==> config.mk <==
export PLATFORM = sky130hd
export DESIGN_NAME = maint_ring_device_flat
export DESIGN_NICKNAME = d
export VERILOG_FILES = /design/src/hdl/maint_ring_pkg.sv /design/src/hdl/ring_link.sv /design/src/hdl/maint_ring_device.sv /design/src/flat_wrapper.sv
export SDC_FILE = /design/constraint.sdc
export NUM_CORES = 1
export LEC_CHECK = 0
export ABC_AREA = 1
export BUFFER_PORTS_ARGS = -buffer_cell sky130_fd_sc_hd__buf_4
export CAP_MARGIN = 30
export CELL_PAD_IN_SITES_DETAIL_PLACEMENT = 2
export CELL_PAD_IN_SITES_GLOBAL_PLACEMENT = 2
export CORE_MARGIN = 4
export CORE_UTILIZATION = 30
export CTS_BUF_LIST = sky130_fd_sc_hd__clkbuf_2 sky130_fd_sc_hd__clkbuf_4 sky130_fd_sc_hd__clkbuf_8
export CTS_CLUSTER_SIZE = 40
export DETAILED_ROUTE_END_ITERATION = 8
export PLACE_DENSITY_LB_ADDON = 0.1
export SLEW_MARGIN = 0
export SYNTH_ARGS = -nofsm -noshare
export SYNTH_HDL_FRONTEND = slang
export SYNTH_SLANG_ARGS = --single-unit
==> constraint.sdc <==
create_clock -name core_clk -period 3.7 [get_ports core_clk]
set_clock_uncertainty 0.2 [all_clocks]
set_input_delay 0.74 -clock core_clk [delete_from_list [all_inputs] [get_ports core_clk]]
set_output_delay 0.74 -clock core_clk [all_outputs]
set_load 0.005 [all_outputs]
==> src/hdl/maint_ring_pkg.sv <==
// How it works
// (RULE_01) supervisory packets lead with one destination word
// (RULE_02) destination word selects internal route, eight values
// (RULE_03) store request type 10 is scan command
// (RULE_04) command byte 63:56, data2 high, data1 low
// (RULE_05) command reply only after scan bus accepts
// (RULE_06) fetch request type 11 reads sixteen words
// (RULE_07) read burst words 0..17 octal, MSB byte first
// (RULE_08) one fetch reply per fetch request
// (RULE_09) store request type 11 carries sixteen words
// (RULE_10) requester packs write burst MSB byte first
// (RULE_11) data reply only after scan bus accepts
// (RULE_12) requester keeps one scan write outstanding
// (RULE_13) delta flag: 0 normal, 1 delta addressing
// (RULE_14) corrupt and error flags: 1 means bad
// (RULE_15) block length six bits, 1 to 32
// (RULE_16) master address echoed into block read reply
// (RULE_17) read reply holds data or error flag; a memory fault on block read returns a zero word with the flag clear
// (RULE_18) block write stores 1..32 words to memory
// (RULE_19) write reply means received, may flag error
// (RULE_20) scan packets carry boundary scan commands
// (RULE_21) don't-care bits ignored, driven zero in replies
package maint_ring_pkg;
  // ====
  // destinations of the leading header word
  localparam logic [2:0] DEST_STORE_REQ = 3'h0;
  localparam logic [2:0] DEST_FETCH_RSP = 3'h1;
  localparam logic [2:0] DEST_BLK_DONE  = 3'h2;
  localparam logic [2:0] DEST_MSG       = 3'h3;
  localparam logic [2:0] DEST_FETCH_REQ = 3'h4;
  localparam logic [2:0] DEST_INIT_RSP  = 3'h5;
  localparam logic [2:0] DEST_SCAN      = 3'h6;
  localparam logic [2:0] DEST_RING_OUT  = 3'h7;
  // ====
  // header word 1 field positions
  localparam int CMD_LSB     = 56;
  localparam int TYPE_LSB    = 16;
  localparam int OP_LSB      = 12;
  localparam int DELTA_BIT   = 11;
  localparam int CORRUPT_BIT = 10;
  localparam int ERROR_BIT   = 9;
  localparam int LEN_LSB     = 0;
  localparam logic [1:0] TYPE_CMD  = 2'h2;
  localparam logic [1:0] TYPE_DATA = 2'h3;
  localparam logic [3:0] OP_SVC_STORE     = 4'h1;
  localparam logic [3:0] OP_SVC_FETCH     = 4'h2;
  localparam logic [3:0] OP_SVC_STORE_RPL = 4'h3;
  localparam logic [3:0] OP_SVC_FETCH_RPL = 4'h4;
  localparam logic [3:0] OP_BLK_READ      = 4'h5;
  localparam logic [3:0] OP_BLK_FETCH_RPL = 4'h6;
  localparam logic [3:0] OP_BLK_WRITE     = 4'h7;
  localparam logic [3:0] OP_BLK_STORE_RPL = 4'h8;
  localparam logic [5:0] SCAN_WORDS = 6'h10;
  localparam int         MAX_LEN    = 32;
  // scan bus operations
  localparam logic [1:0] SCAN_OP_CMD = 2'h0;
  localparam logic [1:0] SCAN_OP_WR  = 2'h1;
  localparam logic [1:0] SCAN_OP_RD  = 2'h2;
  // ====
  // requester APB registers
  localparam logic [7:0] REG_CTRL   = 8'h00;
  localparam logic [7:0] REG_MADDR  = 8'h04;
  localparam logic [7:0] REG_ADDR   = 8'h08;
  localparam logic [7:0] REG_IDX    = 8'h0c;
  localparam logic [7:0] REG_BUF_LO = 8'h10;
  localparam logic [7:0] REG_BUF_HI = 8'h14;
  localparam logic [7:0] REG_STATUS = 8'h18;
  localparam logic [2:0] KIND_CMD    = 3'h0;
  localparam logic [2:0] KIND_SSTORE = 3'h1;
  localparam logic [2:0] KIND_SFETCH = 3'h2;
  localparam logic [2:0] KIND_BREAD  = 3'h3;
  localparam logic [2:0] KIND_BWRITE = 3'h4;

  // header word 1 with every unused bit zero
  function automatic logic [63:0] mk_hdr1(input logic [3:0] op, input logic [1:0] typ,
                                          input logic delta, input logic err,
                                          input logic [5:0] len, input logic [7:0] cmd);
    logic [63:0] h;
    h = 64'h0;
    h[CMD_LSB +: 8]  = cmd;
    h[TYPE_LSB +: 2] = typ;
    h[OP_LSB +: 4]   = op;
    h[DELTA_BIT]     = delta;
    h[ERROR_BIT]     = err;
    h[LEN_LSB +: 6]  = len;
    return h;
  endfunction
endpackage

==> src/hdl/ring_link.sv <==
`timescale 1ns/1ps
// ====
// word stream each way between requester and device
interface ring_link;
  logic [63:0] reqWord;
  logic        reqValid;
  logic        reqLast;
  logic        reqReady;
  logic [63:0] rspWord;
  logic        rspValid;
  logic        rspLast;
  logic        rspReady;
  modport device (input reqWord, reqValid, reqLast, rspReady,
                  output reqReady, rspWord, rspValid, rspLast);
  modport requester (output reqWord, reqValid, reqLast, rspReady,
                     input reqReady, rspWord, rspValid, rspLast);
endinterface

==> src/hdl/maint_ring_device.sv <==
// Decided for this implementation: the APB slave port and the placing of the registers.
`timescale 1ns/1ps
module maint_ring_device
  import maint_ring_pkg::*;
#(
  parameter int LEN_MAX = MAX_LEN
) (
  input  wire logic        core_clk,
  input  wire logic        rst_n,
  ring_link.device         link,
  output logic             scanReq,
  output logic [1:0]       scanOp,
  output logic [7:0]       scanCmd,
  output logic [63:0]      scanWord,
  input  wire logic        scanAck,
  input  wire logic [63:0] scanRdWord,
  output logic             memReq,
  output logic             memWe,
  output logic [31:0]      memAddr,
  output logic [63:0]      memWdata,
  input  wire logic        memAck,
  input  wire logic [63:0] memRdata,
  input  wire logic        memErr
);
  typedef enum {ST_DEST, ST_H1, ST_H2, ST_PAY, ST_SCAN, ST_MEM, ST_FETCH,
                ST_TX, ST_DRAIN} state_e;
  localparam logic [1:0] TX_DEST = 2'h0;
  localparam logic [1:0] TX_H1   = 2'h1;
  localparam logic [1:0] TX_H2   = 2'h2;
  localparam logic [1:0] TX_DATA = 2'h3;

  state_e      state_q;
  logic [2:0]  dest_q;
  logic [63:0] h1_q;
  logic [63:0] addr_q;
  logic [63:0] data_q;
  logic [5:0]  idx_q;
  logic [1:0]  txSel_q;
  logic        err_q;
  logic        reply_q;

  // ====
  // packet decode
  wire logic       acc      = link.reqValid && link.reqReady;
  wire logic [1:0] typ      = h1_q[TYPE_LSB +: 2];
  wire logic [3:0] op       = h1_q[OP_LSB +: 4];
  wire logic [5:0] len      = h1_q[LEN_LSB +: 6];
  wire logic       isScan   = dest_q == DEST_SCAN; // RULE_02
  wire logic       isCmd    = isScan && op == OP_SVC_STORE && typ == TYPE_CMD; // RULE_03
  wire logic       isScanWr = isScan && op == OP_SVC_STORE && typ == TYPE_DATA; // RULE_09
  wire logic       isScanRd = isScan && op == OP_SVC_FETCH && typ == TYPE_DATA; // RULE_06
  wire logic       isBlkRd  = dest_q == DEST_FETCH_REQ && op == OP_BLK_READ;  // RULE_02
  wire logic       isBlkWr  = dest_q == DEST_STORE_REQ && op == OP_BLK_WRITE; // RULE_02
  wire logic       isBlk    = isBlkRd || isBlkWr;
  wire logic       isWrFlow = isCmd || isScanWr || isBlkWr;
  wire logic       isRdFlow = isScanRd || isBlkRd;
  // block length outside 1..32 is an error
  wire logic       lenOk    = len != 6'h0 && len <= 6'(LEN_MAX); // RULE_15
  wire logic       badReq   = h1_q[CORRUPT_BIT] || (isBlk && !lenOk);  // RULE_14
  wire logic [5:0] words    = isCmd ? 6'h1 : (isBlk ? len : SCAN_WORDS);
  wire logic       lastIdx  = idx_q == words - 6'h1;
  wire logic       hasData  = isRdFlow && !err_q; // RULE_17

  // ====
  // reply header, unused bits zero
  wire logic [3:0] rplOp  = isBlkRd ? OP_BLK_FETCH_RPL : isBlkWr ? OP_BLK_STORE_RPL :
                            isScanRd ? OP_SVC_FETCH_RPL : OP_SVC_STORE_RPL;
  wire logic [5:0] rplLen = isBlk ? len : (isScanRd ? SCAN_WORDS : 6'h0);
  wire logic [63:0] rplH1 = mk_hdr1(rplOp, typ, h1_q[DELTA_BIT], err_q,
                                    rplLen, 8'h00); // RULE_21 RULE_13
  wire logic [63:0] txWord = (txSel_q == TX_DEST) ? {61'h0, DEST_RING_OUT} :
                             (txSel_q == TX_H1) ? rplH1 :
                             (txSel_q == TX_H2) ? addr_q : data_q;     // RULE_16 RULE_07
  wire logic        txLast = (txSel_q == TX_H2 && !hasData) ||
                             (txSel_q == TX_DATA && lastIdx);
  wire logic [31:0] wordAddr = addr_q[31:0] + {26'h0, idx_q};

  // ====
  // receive, then act and reply; reads send the reply header before the first fetch
  always_ff @(posedge core_clk) begin
    if (!rst_n) begin
      state_q       <= ST_DEST;
      dest_q        <= 3'h0;
      h1_q          <= 64'h0;
      addr_q        <= 64'h0;
      data_q        <= 64'h0;
      idx_q         <= 6'h0;
      txSel_q       <= TX_DEST;
      err_q         <= 1'b0;
      reply_q       <= 1'b0;
      link.reqReady <= 1'b0;
      link.rspWord  <= 64'h0;
      link.rspValid <= 1'b0;
      link.rspLast  <= 1'b0;
      scanReq       <= 1'b0;
      scanOp        <= SCAN_OP_CMD;
      scanCmd       <= 8'h00;
      scanWord      <= 64'h0;
      memReq        <= 1'b0;
      memWe         <= 1'b0;
      memAddr       <= 32'h0;
      memWdata      <= 64'h0;
    end else begin
      case (state_q)
        ST_DEST: begin
          link.reqReady <= 1'b1;
          if (acc) begin
            dest_q  <= link.reqWord[2:0]; // RULE_01
            state_q <= ST_H1;
          end
        end
        ST_H1: begin
          if (acc) begin
            h1_q    <= link.reqWord;
            state_q <= ST_H2;
          end
        end
        ST_H2: begin
          if (acc) begin
            addr_q  <= link.reqWord;
            idx_q   <= 6'h0;
            txSel_q <= TX_DEST;
            err_q   <= badReq;
            reply_q <= isWrFlow || isRdFlow;
            if (isWrFlow && !badReq) begin
              state_q <= ST_PAY;
            end else if (isWrFlow) begin
              state_q <= ST_DRAIN; // RULE_19
            end else if (isRdFlow) begin
              link.reqReady <= 1'b0;
              state_q       <= ST_TX; // RULE_08
            end else if (link.reqLast) begin
              state_q <= ST_DEST;
            end else begin
              state_q <= ST_DRAIN;
            end
          end
        end
        ST_PAY: begin
          if (acc) begin
            link.reqReady <= 1'b0;
            if (isBlkWr) begin
              memReq   <= 1'b1; // RULE_18
              memWe    <= 1'b1;
              memAddr  <= wordAddr;
              memWdata <= link.reqWord;
              state_q  <= ST_MEM;
            end else begin
              scanReq  <= 1'b1; // RULE_20
              scanOp   <= isCmd ? SCAN_OP_CMD : SCAN_OP_WR;
              scanCmd  <= isCmd ? h1_q[CMD_LSB +: 8] : 8'h00;          // RULE_04
              scanWord <= link.reqWord; // RULE_04 RULE_09
              state_q  <= ST_SCAN;
            end
          end
        end
        ST_FETCH: begin
          if (isBlkRd) begin
            memReq  <= 1'b1;
            memWe   <= 1'b0;
            memAddr <= wordAddr;
            state_q <= ST_MEM;
          end else begin
            scanReq <= 1'b1;
            scanOp  <= SCAN_OP_RD; // RULE_06
            scanCmd <= 8'h00;
            state_q <= ST_SCAN;
          end
        end
        ST_SCAN, ST_MEM: begin
          if ((state_q == ST_SCAN && scanAck) || (state_q == ST_MEM && memAck)) begin
            scanReq <= 1'b0;
            memReq  <= 1'b0;
            if (isRdFlow) begin
              data_q  <= (state_q == ST_SCAN) ? scanRdWord : (memErr ? 64'h0 : memRdata);
              txSel_q <= TX_DATA;
              state_q <= ST_TX;
            end else begin
              err_q <= err_q || (state_q == ST_MEM && memErr);
              if (lastIdx) begin
                state_q <= ST_TX; // RULE_05 RULE_11
              end else begin
                idx_q         <= idx_q + 6'h1;
                link.reqReady <= 1'b1;
                state_q       <= ST_PAY;
              end
            end
          end
        end
        ST_TX: begin
          if (!link.rspValid) begin
            link.rspWord  <= txWord;
            link.rspLast  <= txLast;
            link.rspValid <= 1'b1;
          end else if (link.rspReady) begin
            link.rspValid <= 1'b0;
            link.rspLast  <= 1'b0;
            if (link.rspLast) begin
              state_q <= ST_DEST;
            end else if (txSel_q == TX_H2) begin
              state_q <= ST_FETCH;
            end else if (txSel_q == TX_DATA) begin
              idx_q   <= idx_q + 6'h1; // RULE_07
              state_q <= ST_FETCH;
            end else begin
              txSel_q <= txSel_q + 2'h1;
            end
          end
        end
        ST_DRAIN: begin
          link.reqReady <= 1'b1;
          if (acc && link.reqLast) begin
            link.reqReady <= 1'b0;
            state_q       <= reply_q ? ST_TX : ST_DEST;
          end
        end
        default: begin
          state_q <= ST_DEST;
        end
      endcase
    end
  end
endmodule // maint_ring_device

==> src/flat_wrapper.sv <==
// flat-port wrapper written by rule: the top's interface ports become plain ports
module maint_ring_device_flat import maint_ring_pkg::*;
#(
  parameter int LEN_MAX = MAX_LEN
)
  (core_clk, rst_n, scanReq, scanOp, scanCmd, scanWord, scanAck, scanRdWord, memReq, memWe, memAddr, memWdata, memAck, memRdata, memErr, link_reqWord, link_reqValid, link_reqLast, link_rspReady, link_reqReady, link_rspWord, link_rspValid, link_rspLast);
  ring_link link_i ();
  input  wire logic core_clk;
  input  wire logic rst_n;
  output logic scanReq;
  output logic [1:0] scanOp;
  output logic [7:0] scanCmd;
  output logic [63:0] scanWord;
  input  wire logic scanAck;
  input  wire logic [63:0] scanRdWord;
  output logic memReq;
  output logic memWe;
  output logic [31:0] memAddr;
  output logic [63:0] memWdata;
  input  wire logic memAck;
  input  wire logic [63:0] memRdata;
  input  wire logic memErr;
  input wire logic [$bits(link_i.reqWord)-1:0] link_reqWord;
  input wire logic [$bits(link_i.reqValid)-1:0] link_reqValid;
  input wire logic [$bits(link_i.reqLast)-1:0] link_reqLast;
  input wire logic [$bits(link_i.rspReady)-1:0] link_rspReady;
  output wire logic [$bits(link_i.reqReady)-1:0] link_reqReady;
  output wire logic [$bits(link_i.rspWord)-1:0] link_rspWord;
  output wire logic [$bits(link_i.rspValid)-1:0] link_rspValid;
  output wire logic [$bits(link_i.rspLast)-1:0] link_rspLast;
  assign link_i.reqWord = link_reqWord;
  assign link_i.reqValid = link_reqValid;
  assign link_i.reqLast = link_reqLast;
  assign link_i.rspReady = link_rspReady;
  assign link_reqReady = link_i.reqReady;
  assign link_rspWord = link_i.rspWord;
  assign link_rspValid = link_i.rspValid;
  assign link_rspLast = link_i.rspLast;
  maint_ring_device #(.LEN_MAX(LEN_MAX)) u_core (.core_clk(core_clk), .rst_n(rst_n), .link(link_i), .scanReq(scanReq), .scanOp(scanOp), .scanCmd(scanCmd), .scanWord(scanWord), .scanAck(scanAck), .scanRdWord(scanRdWord), .memReq(memReq), .memWe(memWe), .memAddr(memAddr), .memWdata(memWdata), .memAck(memAck), .memRdata(memRdata), .memErr(memErr));
endmodule
# After elaboration in Yosys (flattened, before gate mapping)
# Index checks and enable logic that the tools add are counted.
[word_totals]
reg_bits = 477
inputBits = 200
output_inout_bits = 240
[op_classes]
add_sub_neg = 4
order_cmp = 1
n_eq_ne = 46
mux = 95
n_bitwise = 2
reduce_logical = 58
[op_table]
columns = ["cell", "count"]
rows = [
  ["32-bit 2-to-1 mux", 18],
  ["64-bit 2-to-1 mux", 5],
  ["32-bit case mux with 8 select lines", 1],
  ["32-bit by 3-bit equality test with 1-bit output (second input constant)", 4],
  ["32-bit by 4-bit equality test with 1-bit output (second input constant)", 3],
  ["6-bit 2-to-1 mux", 12],
  ["32-bit by 2-bit equality test with 1-bit output (second input constant)", 2],
  ["32-bit case mux with 2 select lines", 1],
  ["32-bit by 6-bit adder with 32-bit output", 1],
  ["32-bit by 1-bit equality test with 1-bit output (second input constant)", 1],
  ["32-bit logical NOT", 1],
  ["8-bit 2-to-1 mux", 4],
  ["1-bit 2-to-1 mux", 27],
  ["9-bit AND reduction", 3],
  ["2-bit by 1-bit inequality test with 1-bit output (second input constant)", 12],
  ["2-bit 2-to-1 mux", 11],
  ["2-bit inequality test (second input constant)", 11],
  ["1-bit logical AND", 18],
  ["6-bit case mux with 3 select lines", 1],
  ["8-bit case mux with 2 select lines", 1],
  ["4-bit 2-to-1 mux", 3],
  ["4-bit AND reduction", 3],
  ["10-bit AND reduction", 1],
  ["2-bit AND reduction", 5],
  ["31 further kinds", 57],
]

# Logic depth before layout (Yosys ltp)
# Gate-level depths: netlist of run 1.
[logic_depth]
word_depth = 11
depth_mapped = 18
ltp_nobuf = 17

# Worst setup path before layout of run 1
# No wires, ideal clock.
[synth_path]
path_kind = "register to register"
from = "reg u_core.idx_q[0]"
to = "reg u_core.memAddr[24]"
arrival_ns = 2.282
path_slack_ns = 1.105
stages_incl_launch_ff = 15
synth_period_minus_slack_ns = 2.595
cell_sequence = "dfxtp_1 > ha_1 > inv_1 > fa_1 > inv_1 > nand3_1 > nand2_1 > a21oi_1 > nor4_4 > nand2_1 > nor2_1 > nand2_1 > xor2_1 > o21bai_1 > inv_1"
[synth_between]
elab_chain_cells = 4
[synth_lines]
columns = ["item", "line", "source"]
rows = [
  ["from (decl)", "maint_ring_device.sv:37", "logic [5:0] idx_q;"],
  ["from (signal assigned)", "maint_ring_device.sv:183", "idx_q <= idx_q + 6'h1;"],
  ["from (signal assigned)", "maint_ring_device.sv:203", "idx_q <= idx_q + 6'h1;"],
  ["32-bit by 6-bit adder with 32-bit output *", "maint_ring_device.sv:76", "wire logic [31:0] wordAddr = addr_q[31:0] + {26'h0, idx_q};"],
  ["32-bit 2-to-1 mux", "maint_ring_device.sv:142", "if (isBlkWr) begin"],
  ["32-bit 2-to-1 mux", "maint_ring_device.sv:140", "if (acc) begin"],
  ["32-bit case mux with 2 select lines *", "maint_ring_device.sv:104", "case (state_q)"],
  ["to (signal assigned)", "maint_ring_device.sv:145", "memAddr <= wordAddr;"],
  ["to (signal assigned)", "maint_ring_device.sv:161", "memAddr <= wordAddr;"],
  ["to (decl)", "maint_ring_device.sv:19", "output logic [31:0] memAddr,"],
]
# Every way passes the cells marked *; elsewhere a longest branch is shown, timed or not. The select of a mux whose other input is x is not followed.
# A chain may end at the register's enable or synchronous reset.

# Final worst setup path of run 1
# Same ends and word-level chain as after synthesis.

==> impl_metrics.tcl, run 1 <==
set metrics [dict create \
    status "complete, no violations" \
    worstSetupEndpointType "register" \
    synthTopCellsByArea "dfxtp_1, o21ai_0, nor2_1" \
    drv_slew 0 \
    clk_pin_slew_ps 60 \
    overflow 0 \
    dr.pass1.iters 5 \
    drive_above_1_share_pct 23.5 \
    fin_setup_tns_ps 0 \
    reg2reg_from "u_core.idx_q[0]" \
    grt_busiest_layer "met2" \
    report.final.setup_viol 0 \
    port_buffers 439 \
    grt_pass1_vias 19500 \
    cpPeakStageDelay_ps 450 \
    cp_cell_sequence "ha_1, inv_1, fa_1, inv_1, nand3_1, nand2_1, a21oi_1, nor4_4, nand2_1, nor2_1, nand2_1, xor2_1, o21bai_1, inv_1" \
    synth-seq-cells 407 \
    required_ps 4030 \
    fin_crit_ps 3150 \
    timing.final.crit_share_pct 85.3 \
    cts_resized 0 \
    via_per_inst 5.08 \
    use_met3_pct 5.62 \
    clock_latency_ps 650 \
    core_um2 57700 \
    dieArea_um2 62100 \
    rsz0062_at_grt "false" \
    ys.warnings.count 0 \
    htreeDepth 3 \
    cts-root-buf "clkbuf_8" \
    area_delta_synth_final_pct 31.8 \
    p_leak_nw 9.62 \
    cts_made_buffers 76 \
    place.gp.congestion 0.838 \
    max_freq_mhz 317 \
    pwr_density_cell_nw_per_um2 427 \
    yosysTopAreaCell "dfxtp_1" \
    boundaryPins 440 \
    nets 2954 \
    die_h_um 249 \
    regArea_um2 8150 \
    hold_viol 0 \
    worstHoldStart "link_reqWord[6]" \
    critPathMaxFanout 6 \
    whs_path_depth 3 \
    cp_num_cells 14 \
    holdWs_ps 145 \
    vdd_ir_drop_max_v 0.000226 \
    clockBufferDepth 3 \
    synth_edf_count 0 \
    ys_types 46 \
    wl_per_cell_um 22.2 \
    detail-route-antenna-nets 0 \
    postCtsHoldBufs 0 \
    start_util_pct 30.3 \
    path_class "register to register" \
    setup.worst_path.start "u_core.idx_q[0]" \
    routed_wl_um 79000 \
    grt_usage_pct 24.5 \
    synth_top_cell_area_share_pct 46.7 \
    antenna_found_initial 3 \
    grt_max_degree 121 \
    synth_area_per_cell_um2 7.38 \
    ys_seq_area_share_pct 46.7 \
    use_met1_pct 30.8 \
    rows 88 \
    critPathTopFamily "simple AND/OR/NAND/NOR gates" \
    multi_input_area_um2 7860 \
    cp-start-kind "register" \
    syn_inst 2365 \
    fillers 6750 \
    synthFlopType "dfxtp_1" \
    vias 18100 \
    synth-async-reset-ratio_pct 0 \
    cts_tree "built" \
    postCtsSetupBuffers 0 \
    worst_slew_pin_slew_ps 1060 \
    worstPathArrival_ps 3490 \
    drv_cap 0 \
    grt_util_met2_pct 42.2 \
    dieWidth_um 249 \
    path_buf_inv 3 \
    clock-sinks 407 \
    drc 0 \
    cpMaxStageDelayCell "fa_1" \
    worstHoldPathType "input pin to register" \
    drt_iter0_drc 837 \
    r2r_cells 14 \
    hpwl_um 57000 \
    syn_nets 2577 \
    slew_headroom_pct 28.8 \
    grt_pass1_wl_um 120000 \
    synth_area_um2 17500 \
]
[placed cells by master (no fill, tap or decap), types with 8 or more instances in the layout]
master and n:
nor2_2 8, dfxtp_1 407, ha_1 10, clkbuf_8 95, nand2_1 269, buf_4 461
nor2_1 386, a211oi_1 65, o21ai_1 14, o21ai_0 383, a21oi_1 200, inv_2 10
xor2_1 9, o211ai_1 17, o2111ai_1 50, clkbuf_4 29, nor3_1 13, nand3_1 57
inv_1 207, nand4_1 20
[per-layer routing]
metal  up-vias  routed length [um]
li1       8695                   -
met1      8891               34300
met2       410               38500
met3       107                4180
met4         2                2030
met5         -                   9
[state kept, by name, summed over array words and instances (netlist names), 4 cells and up]
name / count
u_core.addr_q: 64
u_core.data_q: 64
u_core.h1_q: 22
u_core.idx_q: 6
u_core.link.rspWord: 64
u_core.memAddr: 32
u_core.memWdata: 64
u_core.scanCmd: 8
u_core.scanWord: 64
u_core.state_q: 4
[kinds of logic after synthesis]
| family | after synthesis | share of synthesized area [%] |
|---|---|---|
| AO/OA/AOI/OAI | 758 | 24.5 |
| XOR/XNOR | 12 | 0.602 |
| adder cells (fa/ha/maj) | 12 | 0.903 |
| buffers and inverters | 389 | 8.61 |
| flip-flops | 407 | 46.7 |
| AND/OR/NAND/NOR | 787 | 18.7 |
[area by class of cell]
cell class | instances | area share (%)
Inverter | 220 | 3.63
Clock inverter | 9 | 0.424
Clock buffer | 124 | 6.63
Antenna cell | 1 | 0.0109
Timing Repair Buffer | 468 | 15.6
Tap cell | 765 | 4.16
Sequential cell | 407 | 35.4
Multi-Input combinational cell | 1569 | 34.2
[per-stage QoR]
stage / std cells / setup slack, ps / utilization (%) / power [mW] / instance area, um^2
6_report: 3563 / 545 / 39.9 / 9.83 / 23000
5_1_grt: 3562 / 261 / 39.9 / 10.2 / 23000
4_1_cts: 3561 / 546 / 39.9 / 9.98 / 23000
3_5_place_dp: 3428 / 584 / 37.1 / 5.22 / 21400
3_3_place_gp: 3428 / 702 / 37.1 / 5.20 / 21400
2_1_floorplan: 2365 / 1100 / - / 4.82 / 17500
[power breakdown]
| group | leakage, nW | internal, mW | switching (mW) |
|---|---|---|---|
| logic | 5.47 | 0.246 | 0.429 |
| registers | 3.28 | 4.42 | 0.0278 |
| clock network | 0.868 | 2.73 | 1.98 |
| total | 9.62 | 7.39 | 2.43 |
[tightest hold or removal path, delay by kind of cell]
| kind | cells | cell delay, ps |
|---|---|---|
| simple gates | 2 | 120 |
| buf+inv | 1 | 90 |
[worst paths after layout]
kind	end	slack, ps
max	u_core.memAddr[24]	550
max reg2reg	u_core.memAddr[24]	550
min	u_core.memWdata[6]	140
min reg2reg	u_core.addr_q[51]	260
[cells in the mapped netlist, types with 5 or more instances]
master,n
dfxtp_1,407
nor2_1,389
o21ai_0,383
nand2_1,270
inv_1,209
a21oi_1,200
clkbuf_1,139
a211oi_1,65
nand3_1,57
o2111ai_1,50
buf_2,25
nand4_1,20
o211ai_1,17
o21ai_1,14
nor3_1,13
ha_1,11
inv_2,11
nor2_2,10
xor2_1,9
a31oi_1,7
nand2_2,7
nor4_1,5
Power figures use the tool's default switching activity.
==> run 2, diff against run 1 <==
- CORE_MARGIN: 4 -> 8
==> impl_metrics.tcl, run 2 (synthesis results as in run 1) <==
set metrics [dict create \
    required_ps 4080 \
    report.final.setup_viol 0 \
    rsz0062_at_grt "false" \
    detail-route-antenna-nets 0 \
    place_area_um2 21400 \
    drc 0 \
    cpPeakStageDelay_ps 460 \
    p_sw_mw 2.48 \
    path_class "register to register" \
    grt_pass1_wl_um 123000 \
    hpwl_um 59300 \
    routed_wl_um 81300 \
    fin_crit_ps 3110 \
    most-common-layout-cells "buf_4, dfxtp_1, nor2_1, o21ai_0, nand2_1" \
    regArea_um2 8150 \
    critPathMaxFanout 6 \
    multi_input_area_um2 7860 \
    wl_per_cell_um 22.8 \
    p_int_mw 7.32 \
    hold_viol 0 \
    port_buffers 439 \
    holdWs_ps 133 \
    htreeDepth 3 \
    combPwrFrac_pct 7.0 \
    cts_tree "built" \
    worstPathArrival_ps 3490 \
    overflow 0 \
    dr.pass1.iters 5 \
    area_delta_synth_final_pct 32.1 \
    swShare_pct 25.3 \
    nets 2960 \
    drive_above_1_share_pct 23.6 \
    cp_cell_sequence "ha_1, inv_1, fa_1, inv_1, nand3_1, nand2_1, a21oi_1, nor4_4, nand2_1, nor2_1, nand2_1, o21ai_1, inv_1, o21ai_1, nand2_1, inv_1" \
    clock-sinks 407 \
    drv_slew 0 \
    grt_pass1_vias 20100 \
    core_um2 57600 \
    boundaryPins 440 \
    via_per_inst 5.11 \
    seqPwrFrac_pct 45.3 \
    grt_usage_pct 23.6 \
    cp-start-kind "register" \
    cpMaxStageDelayCell "fa_1" \
    vdd_ir_drop_max_v 0.000248 \
    layout_setup_ws_ps 590 \
    timing.final.crit_share_pct 84.1 \
    max_freq_mhz 322 \
    p_leak_nw 9.64 \
    pwr_density_cell_nw_per_um2 425 \
    status "complete, no violations" \
    place.gp.congestion 0.856 \
    dieArea_um2 66200 \
    cts-root-buf "clkbuf_8" \
    worstHoldPathType "input pin to register" \
    postCtsSetupBuffers 0 \
    fillers 6669 \
    cts_resized 0 \
    clk_pin_slew_ps 60 \
    fin_setup_tns_ps 0 \
    die_h_um 257 \
    clock_latency_ps 660 \
    fin_area_um2 23100 \
    path_buf_inv 4 \
    cts_made_buffers 77 \
    start_util_pct 30.3 \
    pre_cts_ws_ps 599 \
    worst_slew_pin_slew_ps 959 \
    worstSetupEndpointType "register" \
    vias 18200 \
    critPathTopFamily "simple AND/OR/NAND/NOR gates" \
    slew_headroom_pct 36.0 \
    antenna_found_initial 2 \
    dieWidth_um 257 \
    final_common_cell "buf_4" \
    grt_max_degree 86 \
    rows 88 \
    clockBufferDepth 3 \
    power.share.clock_pct 47.7 \
    drv_cap 0 \
    postCtsHoldBufs 0 \
    drt_iter0_drc 699 \
]
==> run 2: path summary, 6_finish.rpt <==
| path | slack [ps] | to | startpoint | cells past startpoint |
|---|---|---|---|---|
| setup / recovery | 590 | u_core.memAddr[28] | u_core.idx_q[0] | 16 |
| hold / removal | 130 | u_core.scanWord[9] | link_reqWord[9] | 3 |
| setup reg to reg | 590 | u_core.memAddr[28] | u_core.idx_q[0] | 16 |
| hold reg to reg | 260 | u_core.addr_q[48] | u_core.addr_q[48] | 2 |
==> run 2: cell type report <==
cell class | count | share of cell area [%]
clock buffer | 126 | 6.76
tap | 765 | 4.15
inverter | 220 | 3.61
clock inverter | 8 | 0.222
antenna | 2 | 0.0217
timing repair buffer | 473 | 15.8
multi-input combinational | 1569 | 34.1
sequential | 407 | 35.3
==> run 2: per-stage QoR <==
step / cells / total power, mW / util [%]
floorplan: 2365 / 4.82 / -
global placement: 3433 / 5.21 / 37.2
detailed placement: 3433 / 5.22 / 37.2
CTS: 3567 / 9.93 / 40.0
global route: 3568 / 10.2 / 40.0
finish: 3570 / 9.80 / 40.0
==> run 2: power by group through the flow <==
stage / sequential, mW / combinational, mW / clock [mW]
global route: 4.45 / 0.739 / 5.01
global placement: 4.54 / 0.668 / 0
finish: 4.45 / 0.682 / 4.68
floorplan: 4.53 / 0.290 / 0
detailed placement: 4.54 / 0.684 / 0
CTS: 4.45 / 0.688 / 4.80
==> run 2: worst min-delay path: stages <==
cell,delay [ps]
buf_4,90
nor2_1,40
nor2_1,90
==> run 2: routing by layer <==
layer / wire (um) / GRT usage (%) / part of all wire (%) / up-vias
li1: - / - / - / 8694
met1: 35100 / 28.5 / 43 / 9040
met2: 39500 / 40.6 / 49 / 384
met3: 4080 / 5.54 / 5.0 / 126
met4: 2500 / 8.34 / 3.1 / 2
met5: 12 / 0 / 0.015 / -
==> run 3, diff against run 2 <==
- CORE_UTILIZATION: 30 -> 27
- clock period: 3.7 -> 2.8 ns (I/O delays scaled with it)
==> impl_metrics.tcl, run 3 (synthesis results as in run 1) <==
set metrics [dict create \
    status "complete, no violations" \
    fin_crit_ps 2660 \
    fin_area_um2 24400 \
    via_per_inst 4.94 \
    boundaryPins 440 \
    area_delta_synth_final_pct 39.5 \
    rsz0062_at_grt "false" \
    p_leak_nw 10.1 \
    fin_setup_tns_ps 0 \
    cp-start-kind "register" \
    cts-root-buf "clkbuf_8" \
    detail-route-antenna-nets 0 \
    drc 0 \
    die_h_um 270 \
    place_area_um2 21800 \
    critPathMaxFanout 4 \
    worstSetupEndpointType "register" \
    port_buffers 439 \
    dr.pass1.iters 5 \
    clk_pin_slew_ps 60 \
    grt_usage_pct 22.2 \
    slew_headroom_pct 50.0 \
    grt_max_degree 145 \
    hpwl_um 61100 \
    path_class "register to register" \
    max_freq_mhz 376 \
    core_um2 64200 \
    clock_latency_ps 650 \
    dieWidth_um 270 \
    holdWs_ps 69.5 \
    wl_per_cell_um 22.4 \
    rrSetupSlack_ps 140 \
    final_common_cell "buf_4" \
    report.final.setup_viol 0 \
    most-common-layout-cells "buf_4, dfxtp_1, nor2_1, o21ai_0, nand2_1" \
    place.gp.congestion 0.866 \
    worstPathArrival_ps 2980 \
    antenna_found_initial 5 \
    grt_pass1_vias 20700 \
    worstHoldPathType "input pin to register" \
    start_util_pct 27.2 \
    cts_tree "built" \
    drt_iter0_drc 654 \
    timing.final.crit_share_pct 94.9 \
    drive_above_1_share_pct 24.5 \
    hold_viol 0 \
    clockBufferDepth 3 \
    worst_slew_pin_slew_ps 750 \
    post-route-util_pct 37.9 \
    drv_slew 0 \
    clock-sinks 407 \
    dieArea_um2 73100 \
    routed_wl_um 84200 \
    required_ps 3130 \
    overflow 0 \
    grt_pass1_wl_um 128000 \
    vdd_ir_drop_max_v 0.000264 \
    pwr_density_cell_nw_per_um2 552 \
    rows 93 \
    htreeDepth 3 \
    drv_cap 0 \
    nets 3055 \
    cts_made_buffers 79 \
    vias 18600 \
]
==> run 3: layout make-up <==
cell class | instances | area [um^2]
Inverter | 220 | 836
Antenna cell | 3 | 7.51
Clock buffer | 133 | 1690
Fill cell | 7437 | 39900
Clock inverter | 9 | 81.3
Multi-Input combinational cell | 1569 | 7930
Sequential cell | 407 | 8150
Tap cell | 855 | 1070
Timing Repair Buffer | 566 | 4600
==> run 3: path summary, 6_finish.rpt <==
check / from / to / cells past startpoint
worst max register to register: u_core.addr_q[0] / u_core.memAddr[30] / 16
worst min register to register: u_core.addr_q[57] / u_core.addr_q[57] / 2
worst min-delay path: link_rspReady / u_core.link.rspLast / 4
worst max-delay path: u_core.addr_q[0] / u_core.memAddr[30] / 16
==> run 3: timing repair <==
item	in CTS	in global routing
setup buffers	1	3
pin swaps	3	8
resized for setup	8	12
setup endpoints to repair	6	21
endpoints found under the hold margin	151	0
hold buffers	65	0
==> run 3: metrics by stage <==
step,power [mW],cells,worst slack [ps]
2_1_floorplan,6.37,2365,205
3_3_place_gp,6.89,3547,80.5
3_5_place_dp,6.92,3548,-80.9
4_1_cts,13.7,3756,8.43
5_1_grt,14.0,3761,5.38
6_report,13.4,3762,144
==> run 3: per-layer routing <==
layer / track usage (%) / wire length [um]
met4: 6.30 / 1900
met2: 38.5 / 41000
met3: 4.56 / 3860
met5: 0 / 0
met1: 27.5 / 37400
==> run 3: report_power, final <==
part / internal, mW / total (mW) / switching (mW)
Clock: 3.87 / 6.58 / 2.71
Sequential: 5.84 / 5.87 / 0.0363
Combinational: 0.398 / 0.983 / 0.585
Total: 10.1 / 13.4 / 3.33
==> run 3: critical path, cell delays in order, from the launching register on <==
cell	delay [ps]
dfxtp_2	340
ha_2	170
inv_1	50
fa_2	350
inv_1	70
nand3_1	70
nand2_2	100
a21oi_4	70
nor4_4	250
nand2_1	180
buf_4	180
nor2_2	140
nand2_1	70
nand2_1	60
nand3_1	60
o211ai_1	90
inv_1	50
